--- src/design/ptbd_map.vh ---
`ifndef PTBD_MAP_VH
`define PTBD_MAP_VH

// High word field positions
`define PTBD_RED_HI 63
`define PTBD_RED_LO 59
`define PTBD_RDELTA_HI 58
`define PTBD_RDELTA_LO 56
`define PTBD_GREEN_HI 55
`define PTBD_GREEN_LO 51
`define PTBD_GDELTA_HI 50
`define PTBD_GDELTA_LO 48
`define PTBD_BLUE_HI 47
`define PTBD_BLUE_LO 43
`define PTBD_BDELTA_HI 42
`define PTBD_BDELTA_LO 40
`define PTBD_TAB1_HI 39
`define PTBD_TAB1_LO 37
`define PTBD_TAB2_HI 36
`define PTBD_TAB2_LO 34
`define PTBD_OPAQUE_BIT 33
`define PTBD_SPLIT_BIT 32

// Low word pixel index planes
`define PTBD_IDX_MSB_BASE 16
`define PTBD_IDX_LSB_BASE 0

// Block modes
`define PTBD_MODE_DIFF 2'h0
`define PTBD_MODE_T 2'h1
`define PTBD_MODE_H 2'h2
`define PTBD_MODE_PLANAR 2'h3

// Pixel index codes
`define PTBD_IDX_SMALL_POS 2'h0
`define PTBD_IDX_LARGE_POS 2'h1
`define PTBD_IDX_SMALL_NEG 2'h2
`define PTBD_IDX_LARGE_NEG 2'h3

// Reset values and pipeline depth
`define PTBD_CHAN_RESET 8'h00
`define PTBD_ALPHA_FULL 8'hFF
`define PTBD_ALPHA_NONE 8'h00
`define PTBD_LATENCY 2

`endif

--- src/design/ptbd_decoder.v ---
`include "ptbd_map.vh"

// Operation
// - Each 64-bit word fully describes one 4x4 RGBA tile.
// - Four modes, differential, T, H, planar, chosen from block bits.
// - Extract three 5-bit base fields and three 3-bit deltas.
// - Bases are unsigned 0..31, deltas two's complement -4..+3.
// - Red overflow gives T, then green gives H, blue planar, else differential.
// - Bit 32 clear splits into left/right halves, set into top/bottom.
// - First sub-block base widens 5-bit fields by replicating top three bits.
// - Second sub-block base is field plus delta, widened the same way.
// - Table codes at bits 39..37 and 36..34 pick one of eight tables.
// - Opaque bit 33 selects between the two modifier table sets.
// - Modifier tables are fixed constant lookup logic.
// - Index MSBs in bits 31..16, LSBs in bits 15..0, per pixel.
// - Index bit positions never depend on the split flag.
// - Opaque tables hold listed values; transparent set zeroes middle entries.
// - Index 11 large negative, 10 small negative, 00 small positive, 01 large.
// - Modifier added to every channel, each result clamped to 0..255.
// - Transparent bit with index 10 in differential mode yields zero alpha and zero color.
module ptbd_decoder (
    input wire sys_clk,
    input wire rst,
    input wire clkEn,
    input wire blkValid,
    input wire [63:0] blkData,
    input wire [1:0] pixX,
    input wire [1:0] pixY,
    output reg resValid_q,
    output wire [7:0] resRed_q,
    output wire [7:0] resGreen_q,
    output wire [7:0] resBlue_q,
    output reg [7:0] resAlpha_q,
    output reg [1:0] resMode_q
);
    // Field extraction
    wire [4:0] redBase = blkData[`PTBD_RED_HI:`PTBD_RED_LO];
    wire [2:0] red_delta = blkData[`PTBD_RDELTA_HI:`PTBD_RDELTA_LO];
    wire [4:0] greenBase = blkData[`PTBD_GREEN_HI:`PTBD_GREEN_LO];
    wire [2:0] green_delta = blkData[`PTBD_GDELTA_HI:`PTBD_GDELTA_LO];
    wire [4:0] blueBase = blkData[`PTBD_BLUE_HI:`PTBD_BLUE_LO];
    wire [2:0] blue_delta = blkData[`PTBD_BDELTA_HI:`PTBD_BDELTA_LO];
    wire [2:0] first_subblock_table_code =
        blkData[`PTBD_TAB1_HI:`PTBD_TAB1_LO];
    wire [2:0] second_subblock_table_code =
        blkData[`PTBD_TAB2_HI:`PTBD_TAB2_LO];
    wire opaque_flag = blkData[`PTBD_OPAQUE_BIT];
    wire subblock_split_flag = blkData[`PTBD_SPLIT_BIT];

    // Seven-bit signed sums: bit 6 set means below zero, bit 5 above 31
    wire [6:0] redSum = {2'b00, redBase} + {{4{red_delta[2]}}, red_delta};
    wire [6:0] greenSum =
        {2'b00, greenBase} + {{4{green_delta[2]}}, green_delta};
    wire [6:0] blueSum = {2'b00, blueBase} + {{4{blue_delta[2]}}, blue_delta};
    wire redOut = redSum[6] | redSum[5];
    wire greenOut = greenSum[6] | greenSum[5];
    wire blueOut = blueSum[6] | blueSum[5];

    // Pixels are numbered column first: a is (0,0), b is (0,1), e is (1,0)
    wire [3:0] pixNum = {pixX, pixY};
    wire idxMsb = blkData[`PTBD_IDX_MSB_BASE + pixNum];
    wire idxLsb = blkData[`PTBD_IDX_LSB_BASE + pixNum];
    wire [1:0] pixIdx = {idxMsb, idxLsb};

    reg [1:0] mode;
    reg secondSub;
    reg [4:0] selR;
    reg [4:0] selG;
    reg [4:0] selB;
    reg [2:0] tabCode;
    reg [7:0] largeMag;
    reg [7:0] smallMag;
    reg [8:0] modVal;
    reg kill;

    always @* begin
        if (redOut) begin
            mode = `PTBD_MODE_T;
        end else if (greenOut) begin
            mode = `PTBD_MODE_H;
        end else if (blueOut) begin
            mode = `PTBD_MODE_PLANAR;
        end else begin
            mode = `PTBD_MODE_DIFF;
        end
    end

    always @* begin
        if (subblock_split_flag) begin
            secondSub = pixY[1];
        end else begin
            secondSub = pixX[1];
        end
        // Sums cannot wrap here because differential mode was chosen
        if (secondSub) begin
            selR = redSum[4:0];
            selG = greenSum[4:0];
            selB = blueSum[4:0];
            tabCode = second_subblock_table_code;
        end else begin
            selR = redBase;
            selG = greenBase;
            selB = blueBase;
            tabCode = first_subblock_table_code;
        end
    end

    always @* begin
        case (tabCode)
            3'h0: begin
                largeMag = 8'h08;
                smallMag = 8'h02;
            end
            3'h1: begin
                largeMag = 8'h11;
                smallMag = 8'h05;
            end
            3'h2: begin
                largeMag = 8'h1D;
                smallMag = 8'h09;
            end
            3'h3: begin
                largeMag = 8'h2A;
                smallMag = 8'h0D;
            end
            3'h4: begin
                largeMag = 8'h3C;
                smallMag = 8'h12;
            end
            3'h5: begin
                largeMag = 8'h50;
                smallMag = 8'h18;
            end
            3'h6: begin
                largeMag = 8'h6A;
                smallMag = 8'h21;
            end
            3'h7: begin
                largeMag = 8'hB7;
                smallMag = 8'h2F;
            end
            default: begin
                largeMag = 8'h00;
                smallMag = 8'h00;
            end
        endcase
    end

    always @* begin
        // Transparent blocks zero the middle entries of every table
        case (pixIdx)
            `PTBD_IDX_LARGE_NEG: modVal = 9'h000 - {1'b0, largeMag};
            `PTBD_IDX_SMALL_NEG: modVal = opaque_flag ?
                9'h000 - {1'b0, smallMag} : 9'h000;
            `PTBD_IDX_SMALL_POS: modVal = opaque_flag ?
                {1'b0, smallMag} : 9'h000;
            `PTBD_IDX_LARGE_POS: modVal = {1'b0, largeMag};
            default: modVal = 9'h000;
        endcase
        kill = ~opaque_flag && (pixIdx == `PTBD_IDX_SMALL_NEG);
    end

    // Stage one registers
    reg s1Valid_q;
    reg [1:0] s1Mode_q;
    reg [7:0] s1Red_q;
    reg [7:0] s1Green_q;
    reg [7:0] s1Blue_q;
    reg [8:0] s1Mod_q;
    reg s1Kill_q;
    wire isDiff = (mode == `PTBD_MODE_DIFF);

    // Modes outside differential are reported but decode as opaque black
    always @(posedge sys_clk) begin
        if (rst) begin
            s1Valid_q <= 1'b0;
            s1Mode_q <= `PTBD_MODE_DIFF;
            s1Red_q <= `PTBD_CHAN_RESET;
            s1Green_q <= `PTBD_CHAN_RESET;
            s1Blue_q <= `PTBD_CHAN_RESET;
            s1Mod_q <= 9'h000;
            s1Kill_q <= 1'b0;
        end else if (clkEn) begin
            s1Valid_q <= blkValid;
            if (blkValid) begin
                s1Mode_q <= mode;
                s1Red_q <= isDiff ? {selR, selR[4:2]} : 8'h00;
                s1Green_q <= isDiff ? {selG, selG[4:2]} : 8'h00;
                s1Blue_q <= isDiff ? {selB, selB[4:2]} : 8'h00;
                s1Mod_q <= isDiff ? modVal : 9'h000;
                s1Kill_q <= isDiff & kill;
            end
        end
    end

    // Stage two: add and clamp inside each channel
    ptbd_channel uRed (
        .sysClk(sys_clk),
        .rst(rst),
        .clkEn(clkEn),
        .load(s1Valid_q),
        .base(s1Red_q),
        .modifier(s1Mod_q),
        .kill(s1Kill_q),
        .chan_q(resRed_q)
    );

    ptbd_channel uGreen (
        .sysClk(sys_clk),
        .rst(rst),
        .clkEn(clkEn),
        .load(s1Valid_q),
        .base(s1Green_q),
        .modifier(s1Mod_q),
        .kill(s1Kill_q),
        .chan_q(resGreen_q)
    );

    ptbd_channel uBlue (
        .sysClk(sys_clk),
        .rst(rst),
        .clkEn(clkEn),
        .load(s1Valid_q),
        .base(s1Blue_q),
        .modifier(s1Mod_q),
        .kill(s1Kill_q),
        .chan_q(resBlue_q)
    );

    always @(posedge sys_clk) begin
        if (rst) begin
            resValid_q <= 1'b0;
            resAlpha_q <= `PTBD_ALPHA_NONE;
            resMode_q <= `PTBD_MODE_DIFF;
        end else if (clkEn) begin
            resValid_q <= s1Valid_q;
            if (s1Valid_q) begin
                resAlpha_q <= s1Kill_q ?
                    `PTBD_ALPHA_NONE : `PTBD_ALPHA_FULL;
                resMode_q <= s1Mode_q;
            end
        end
    end
endmodule

--- src/design/ptbd_channel.v ---
`include "ptbd_map.vh"

// One color channel: base plus signed modifier, clamped, registered
module ptbd_channel (
    input wire sysClk,
    input wire rst,
    input wire clkEn,
    input wire load,
    input wire [7:0] base,
    input wire [8:0] modifier,
    input wire kill,
    output reg [7:0] chan_q
);
    reg [9:0] sum;
    reg [7:0] chan_d;

    always @* begin
        sum = {2'b00, base} + {modifier[8], modifier};
        if (kill) begin
            chan_d = 8'h00;
        end else if (sum[9]) begin
            chan_d = 8'h00;
        end else if (sum[8]) begin
            chan_d = 8'hFF;
        end else begin
            chan_d = sum[7:0];
        end
    end

    always @(posedge sysClk) begin
        if (rst) begin
            chan_q <= `PTBD_CHAN_RESET;
        end else if (clkEn && load) begin
            chan_q <= chan_d;
        end
    end
endmodule

--- config.mk ---
export PLATFORM = sky130hd
export DESIGN_NAME = ptbd_decoder
export DESIGN_NICKNAME = d
export VERILOG_FILES = /design/src/design/ptbd_decoder.v /design/src/design/ptbd_channel.v
export VERILOG_INCLUDE_DIRS = /design/src /design/src/design
export SDC_FILE = /design/constraint.sdc
export NUM_CORES = 1
export LEC_CHECK = 0
export BUFFER_PORTS_ARGS = -buffer_cell sky130_fd_sc_hd__buf_2
export CORE_AREA = 2 2 92 111
export CTS_CLUSTER_SIZE = 30
export DETAILED_ROUTE_END_ITERATION = 16
export DIE_AREA = 0 0 94 113
export GPL_TIMING_DRIVEN = 0
export PLACE_DENSITY = 0.82
export SLEW_MARGIN = 10
export SYNTH_ARGS = -nofsm -noshare
export SYNTH_HDL_FRONTEND = slang
export SYNTH_HIERARCHICAL = 1
export SYNTH_SLANG_ARGS = --single-unit
--- constraint.sdc ---
create_clock -name sys_clk -period 4.8 [get_ports sys_clk]
set_input_delay 1.44 -clock sys_clk [delete_from_list [all_inputs] [get_ports sys_clk]]
set_output_delay 1.44 -clock sys_clk [all_outputs]
set_load 0.005 [all_outputs]
**Word level (Yosys, flattened, before mapping)**

Memory sizes are Yosys's and may differ from the RTL's.
Cells that the tools add are included.
Widths: inputs -> output; s select.

- Bits in registers: 72
- ROM bits: 112
- Input bits: 72
- Output and inout bits: 35
- Word-level logic and storage cells: 68
- Memories kept: 1

Memories:

| name | depth | width | rd ports | clocked after memory_dff | wr ports | line | source |
|---|---|---|---|---|---|---|---|
| (name not given) | 8 | 14 | 1 | 0 | 0 | ptbd_decoder.v:109 | `case (tabCode)` |

- $add $sub $neg: 9
- $lt $le $gt $ge: 2
- Equality and inequality tests: 3
- Mux-type cells: 29
- Bitwise gates (word level): 5
- Reductions and logical operators: 6

Operators with widths:

| cell | count |
|---|---|
| $mux 8 | 14 |
| $pmux 9 s4 | 1 |
| $add 9x9->10 | 3 |
| $add 6x3->7 | 3 |
| $mux 9 | 2 |
| $sub 1x8->9 const A | 2 |
| $mux 5 | 3 |
| $lt 4x7->1 const B | 1 |
| $lt 6x7->1 const B | 1 |
| $add 5x4->6 const A | 1 |
| $bmux 1 s6 | 1 |
| $mux 2 | 3 |
| $bmux 1 s4 | 1 |
| $eq 2x2->1 const B | 2 |
| $logic_not 2->1 | 2 |
| $reduce_and 2->1 | 2 |
| $mux 1 | 3 |
| $mux 3 | 1 |
| $or 1x1->1 | 3 |
| $eq 2x1->1 const B | 1 |
| $logic_and 1x1->1 | 2 |
| $and 1x1->1 | 1 |
| $not 1->1 | 1 |

**Logic depth before layout (Yosys ltp)**

- Word-level depth: 7
- Depth in mapped cells: 15
- Mapped depth without buffers: 12

**By module**

Netlist, hierarchy kept.

Modules (own cells, without submodules):

| module | times used | cells an instance | area an instance (µm²) |
|---|---|---|---|
| ptbd_decoder | 1 | 417 | 3146.8 |
| ptbd_channel at uBlue ... | 2 | 85 | 714.4 |
| ptbd_channel at uGreen | 1 | 87 | 747.0 |

**Least setup slack after synthesis**

OpenSTA, ideal clock, no wires.

- Kind: input -> register
- From: in pixY[1]
- To: reg s1Mod_q[1]
- Library setup time: 0.117 ns
- Arrival time: 4.229 ns
- Data required time: 4.683 ns
- Slack: 0.454 ns
- Cell stages on the path: 14
- Buffers on the path: 5
- Path through: buf_2 > mux2_2 > buf_2 > clkbuf_1 > buf_1 > a21o_1 > ha_1 > clkbuf_1 > a21boi_0 > ha_1 > a31oi_1 > a21o_1 > o211ai_1 > a32o_1

- Longest elaborated chain between the ends: 7
- Elaborated cells on any way between the ends: 18

RTL lines:

| item | line | source |
|---|---|---|
| from (decl) | ptbd_decoder.v:28 | `input wire [1:0] pixY,` |
| $mux 1 | ptbd_decoder.v:89 | `if (subblock_split_flag) begin` |
| $mux 3 | ptbd_decoder.v:95 | `if (secondSub) begin` |
| $mem_v2 8x14 | -- |  |
| $sub 1x8->9 | ptbd_decoder.v:154 | `9'h000 - {1'b0, smallMag} : 9'h000;` |
| $mux 9 | ptbd_decoder.v:153 | `` `PTBD_IDX_SMALL_NEG: modVal = opaque_flag ? `` |
| $pmux 9 s4 (*) | ptbd_decoder.v:151 | `case (pixIdx)` |
| $mux 9 (*) | ptbd_decoder.v:190 | `s1Mod_q <= isDiff ? modVal : 9'h000;` |
| to (signal assigned) | ptbd_decoder.v:190 |  |
| to (decl) | ptbd_decoder.v:169 | `reg [8:0] s1Mod_q;` |

Every way passes the cells marked *; elsewhere a longest branch is shown, timed or not. The select of a mux whose other input is x is not followed.
A chain may end at the register's enable or synchronous reset.

**Worst setup path after layout**

- From: in pixX[1]
- To: reg s1Mod_q[4]

- Longest elaborated chain between the ends: 7
- Elaborated cells on any way between the ends: 18

RTL lines:

| item | line | source |
|---|---|---|
| from (decl) | ptbd_decoder.v:27 | `input wire [1:0] pixX,` |
| $mux 1 | ptbd_decoder.v:89 |  |
| $mux 3 | ptbd_decoder.v:95 |  |
| $mem_v2 8x14 | -- |  |
| $sub 1x8->9 | ptbd_decoder.v:154 |  |
| $mux 9 | ptbd_decoder.v:153 |  |
| $pmux 9 s4 (*) | ptbd_decoder.v:151 |  |
| $mux 9 (*) | ptbd_decoder.v:190 |  |

Marked as above.

==> results.py <==
metrics = {
    "outcome": {
        "outcome": "complete, no violations",
    },
    "clock_network": {
        "clk_pin_slew_ns": 0.07,
        "htreeDepth": 2,
        "hold_buffers": 0,
        "cts_buffers": 5,
        "cts_sinks": 56,
        "cts_tree": "done",
        "cts_root_buf": "clkbuf_16",
        "clk_latency_ns": 0.29,
        "clock_path_buffers": 2,
    },
    "final_layout": {
        "antenna_cells": 0,
        "area_growth_pct": 15.2,
        "layout-drive-gt1-share": 0.197,
        "n_fill_cell": 877,
        "nNetsFinal": 908,
        "fin_cells": 905,
    },
    "worst_setup_path": {
        "reg2reg_to": "uBlue/chan_q[0]$_SDFFE_PP0P_",
        "ff2ff_setup_slack_ns": 2.23,
        "crit_path_start_kind": "input pin",
        "critical-path-top-delay-family": "compound AO/OA/AOI/OAI gates",
        "reg2reg_from": "s1Mod_q[0]$_SDFFE_PP0P_",
        "path_buf_inv": 4,
        "slowest_stage": "clkbuf_2",
        "cpPeakStageDelay_ns": 0.38,
        "critical_path_required_ns": 4.98,
        "path_cells": "buf_2, mux2_2, buf_2, clkbuf_2, nor2_1, a21o_1, ha_1, clkbuf_1, a21boi_0, ha_1, a311oi_1, a221oi_1, a32o_1",
        "worstSetupEndpointType": "register",
        "cp_max_fo": 19,
        "cp_data_arrival_time_ns": 4.64,
        "ff2ff_path_depth": 7,
        "critPathKind": "in2reg",
    },
    "detailed_routing": {
        "drtIter0Drc": 436,
        "wl_mm": 14.8,
        "routedWlPerCell_um": 16.3,
        "route.detailed.drc": 0,
        "dr.pass1.iters": 5,
        "via_count": 5515,
        "ant_nets": 0,
        "vias_per_cell": 6.09,
    },
    "global_routing": {
        "gr-usage-all-layers": 0.277,
        "grt-ovfl-total": 0,
        "antenna_found_initial": 0,
        "grt_max_degree": 17,
        "grt_pass1_wl_mm": 24.2,
        "grt_pass1_vias": 5286,
    },
    "synthesis": {
        "synth_flop_cell": "dfxtp_1",
        "ys_ff_latch": 56,
        "syn-num-nets": 801,
        "synth_seq_area_share": 0.211,
        "avgSynthCellArea_um2": 7.90,
        "ys_warn_count": 6,
        "synth_cell_types": 69,
        "postSynthCellCount": 674,
        "synth-edff-count": 0,
        "async_flop_share": 0,
        "syn_area_mm2": 0.00532,
    },
    "timing": {
        "final.period_utilization": 0.928,
        "finClkSkew_ns": 0.00443,
        "rsz0062_at_grt": "no",
        "slew_violations": 0,
        "max_clock_freq_mhz": 224,
        "period_minus_slack_ns": 4.45,
        "max-slew-margin-rel": 0.506,
        "final_hold_viol_count": 0,
        "worstMarginPinSlew_ns": 0.738,
        "setup_violations": 0,
    },
    "power_and_ir_drop": {
        "power_frac_comb": 0.295,
        "ir_worst_vdd_uv": 126,
        "switching_share": 0.313,
        "power.density_mw_per_mm2": 195,
        "intPower_mw": 0.821,
        "p_total_mw": 1.19,
        "power_leakage_nw": 2.73,
        "seqPwrFrac": 0.397,
        "p_switching_mw": 0.373,
        "pwr-share-clk": 0.309,
    },
    "min_path": {
        "hold_start": "resMode_q[1]$_SDFFE_PP0P_",
        "min_to": "resMode_q[1]$_SDFFE_PP0P_",
        "hold_class": "reg2reg",
        "holdPathStages": 2,
    },
    "floorplan": {
        "initial_core_util": 0.559,
        "die_w_um": 94,
        "rows": 39,
        "coreArea_mm2": 0.00952,
        "die_h_um": 113,
        "pin_count": 107,
        "die-area_mm2": 0.0106,
    },
    "place": {
        "place_inst": 898,
        "dp_hpwl_mm": 11.6,
        "place_congestion": 0.941,
        "numPortBuffers": 101,
    },
    "job": {
        "maxCapViolations": 0,
    },
}
[metal layers]
metal	GRT usage	up-vias	wire (µm)
li1	-	2712	-
met3	0.0240	26	878
met2	0.488	220	7350
met1	0.361	2557	6260
met4	0.0783	0	260
met5	0	-	0
[cell families after synthesis]
| family | Yosys count | share of synthesized area |
|---|---|---|
| compound gates | 228 | 0.288 |
| xor+xnor | 32 | 0.0527 |
| fa+ha+maj | 55 | 0.138 |
| buf+inv | 64 | 0.0557 |
| flops | 56 | 0.211 |
| mux | 23 | 0.0545 |
| simple gates | 216 | 0.201 |
[state kept, by name (all words and copies together), names as in the netlist]
name	flops
resAlpha_q	1
resMode_q	2
resValid_q	1
s1Blue_q	5
s1Green_q	5
s1Kill_q	1
s1Mod_q	9
s1Mode_q	2
s1Red_q	5
s1Valid_q	1
uBlue/chan_q	8
uGreen/chan_q	8
uRed/chan_q	8
[final cells by class]
type	instances	area [µm²]	area share
plain buffers	40	208	0.0339
clock buffers	7	143	0.0233
clock inverters	1	7.51	0.00122
inverters	23	86.3	0.0141
multi-input cells	554	3910	0.637
flip-flops and latches	56	1120	0.183
well taps	123	154	0.0251
repair buffers	101	505	0.0825
[cell usage after synthesis, types with 13 or more instances]
cell type / count / area share
a21o_1: 21 / 0.030
a21oi_1: 78 / 0.073
a221oi_1: 17 / 0.028
clkbuf_1: 17 / 0.012
dfxtp_1: 56 / 0.21
ha_1: 49 / 0.12
inv_1: 23 / 0.016
mux2i_1: 13 / 0.024
nand2_1: 101 / 0.071
nand3_1: 16 / 0.015
nor2_1: 26 / 0.018
nor3_1: 15 / 0.014
o211ai_1: 17 / 0.024
o21ai_0: 25 / 0.024
xnor2_1: 13 / 0.021
xor2_1: 19 / 0.031
[placed cells by master, fill, tap and decap left out, types with 7 or more instances in the layout]
| master | Yosys | final |
|---|---|---|
| a31oi_1 | 12 | 12 |
| a221oi_1 | 17 | 17 |
| nor3b_1 | 7 | 7 |
| a21oi_1 | 78 | 78 |
| clkbuf_1 | 17 | 17 |
| nand2_1 | 101 | 101 |
| nand3_1 | 16 | 16 |
| dfxtp_1 | 56 | 56 |
| nor3_1 | 15 | 15 |
| nand3b_1 | 8 | 8 |
| xnor2_1 | 13 | 13 |
| nand2b_1 | 8 | 8 |
| xor2_1 | 19 | 19 |
| ha_1 | 49 | 49 |
| nor2b_1 | 10 | 10 |
| mux2i_1 | 13 | 13 |
| nor2_1 | 26 | 26 |
| o21ai_0 | 25 | 25 |
| buf_4 | 8 | 8 |
| o211ai_1 | 17 | 17 |
| buf_2 | 8 | 109 |
| inv_1 | 23 | 23 |
| a21o_1 | 21 | 21 |
| a211oi_1 | 12 | 12 |
[what timing repair did]
item	4_1_cts	5_1_grt
gates resized for setup	0	2
setup endpoints to repair	0	5
setup buffers	0	0
endpoints found under the hold margin	0	0
[metrics by stage]
stage | util | setup slack, ns | instance area (µm²) | hold WS (ns) | setup TNS, ns
finish | 0.644 | 0.345 | 6130 | 0.463 | 0
global route | 0.644 | 0.112 | 6130 | 0.501 | 0
CTS | 0.644 | 0.163 | 6130 | 0.465 | 0
detailed placement | 0.629 | -0.132 | 5980 | 0.456 | -0.360
global placement | 0.629 | -0.00916 | 5980 | 0.449 | -0.00916
floorplan | - | 0.454 | 5320 | 0.436 | 0
[how the worst max path moves through the flow]
stage            start                       to  slack (ns)  depth (start not counted)
6_report       pixX[1]  s1Mod_q[4]$_SDFFE_PP0P_        0.35                         13
5_1_grt        pixX[1]  s1Mod_q[4]$_SDFFE_PP0P_        0.11                         13
4_1_cts        pixY[1]  s1Mod_q[4]$_SDFFE_PP0P_        0.16                         13
3_5_place_dp   pixY[1]  s1Mod_q[4]$_SDFFE_PP0P_       -0.13                         13
3_3_place_gp   pixY[1]  s1Mod_q[1]$_SDFFE_PP0P_      -0.009                         14
2_1_floorplan  pixY[1]  s1Mod_q[1]$_SDFFE_PP0P_        0.45                         14
[power by group through the flow]
stage               Clock (mW)  Combinational, mW  Sequential (mW)
finish                   0.369              0.352            0.474
global route             0.395              0.391            0.474
CTS                      0.375              0.347            0.474
detailed placement           0              0.345            0.484
global placement             0              0.330            0.484
floorplan                    0              0.244            0.483
[worst reg2reg max path: stages, from the launching register on]
cell and delay [ns]:
dfxtp_1 0.37, ha_1 0.25, fa_1 0.42, a21o_1 0.21, and4_4 0.19, or4_1 0.50
o311a_2 0.21, a221oi_1 0.31
Power figures use the tool's default switching activity.
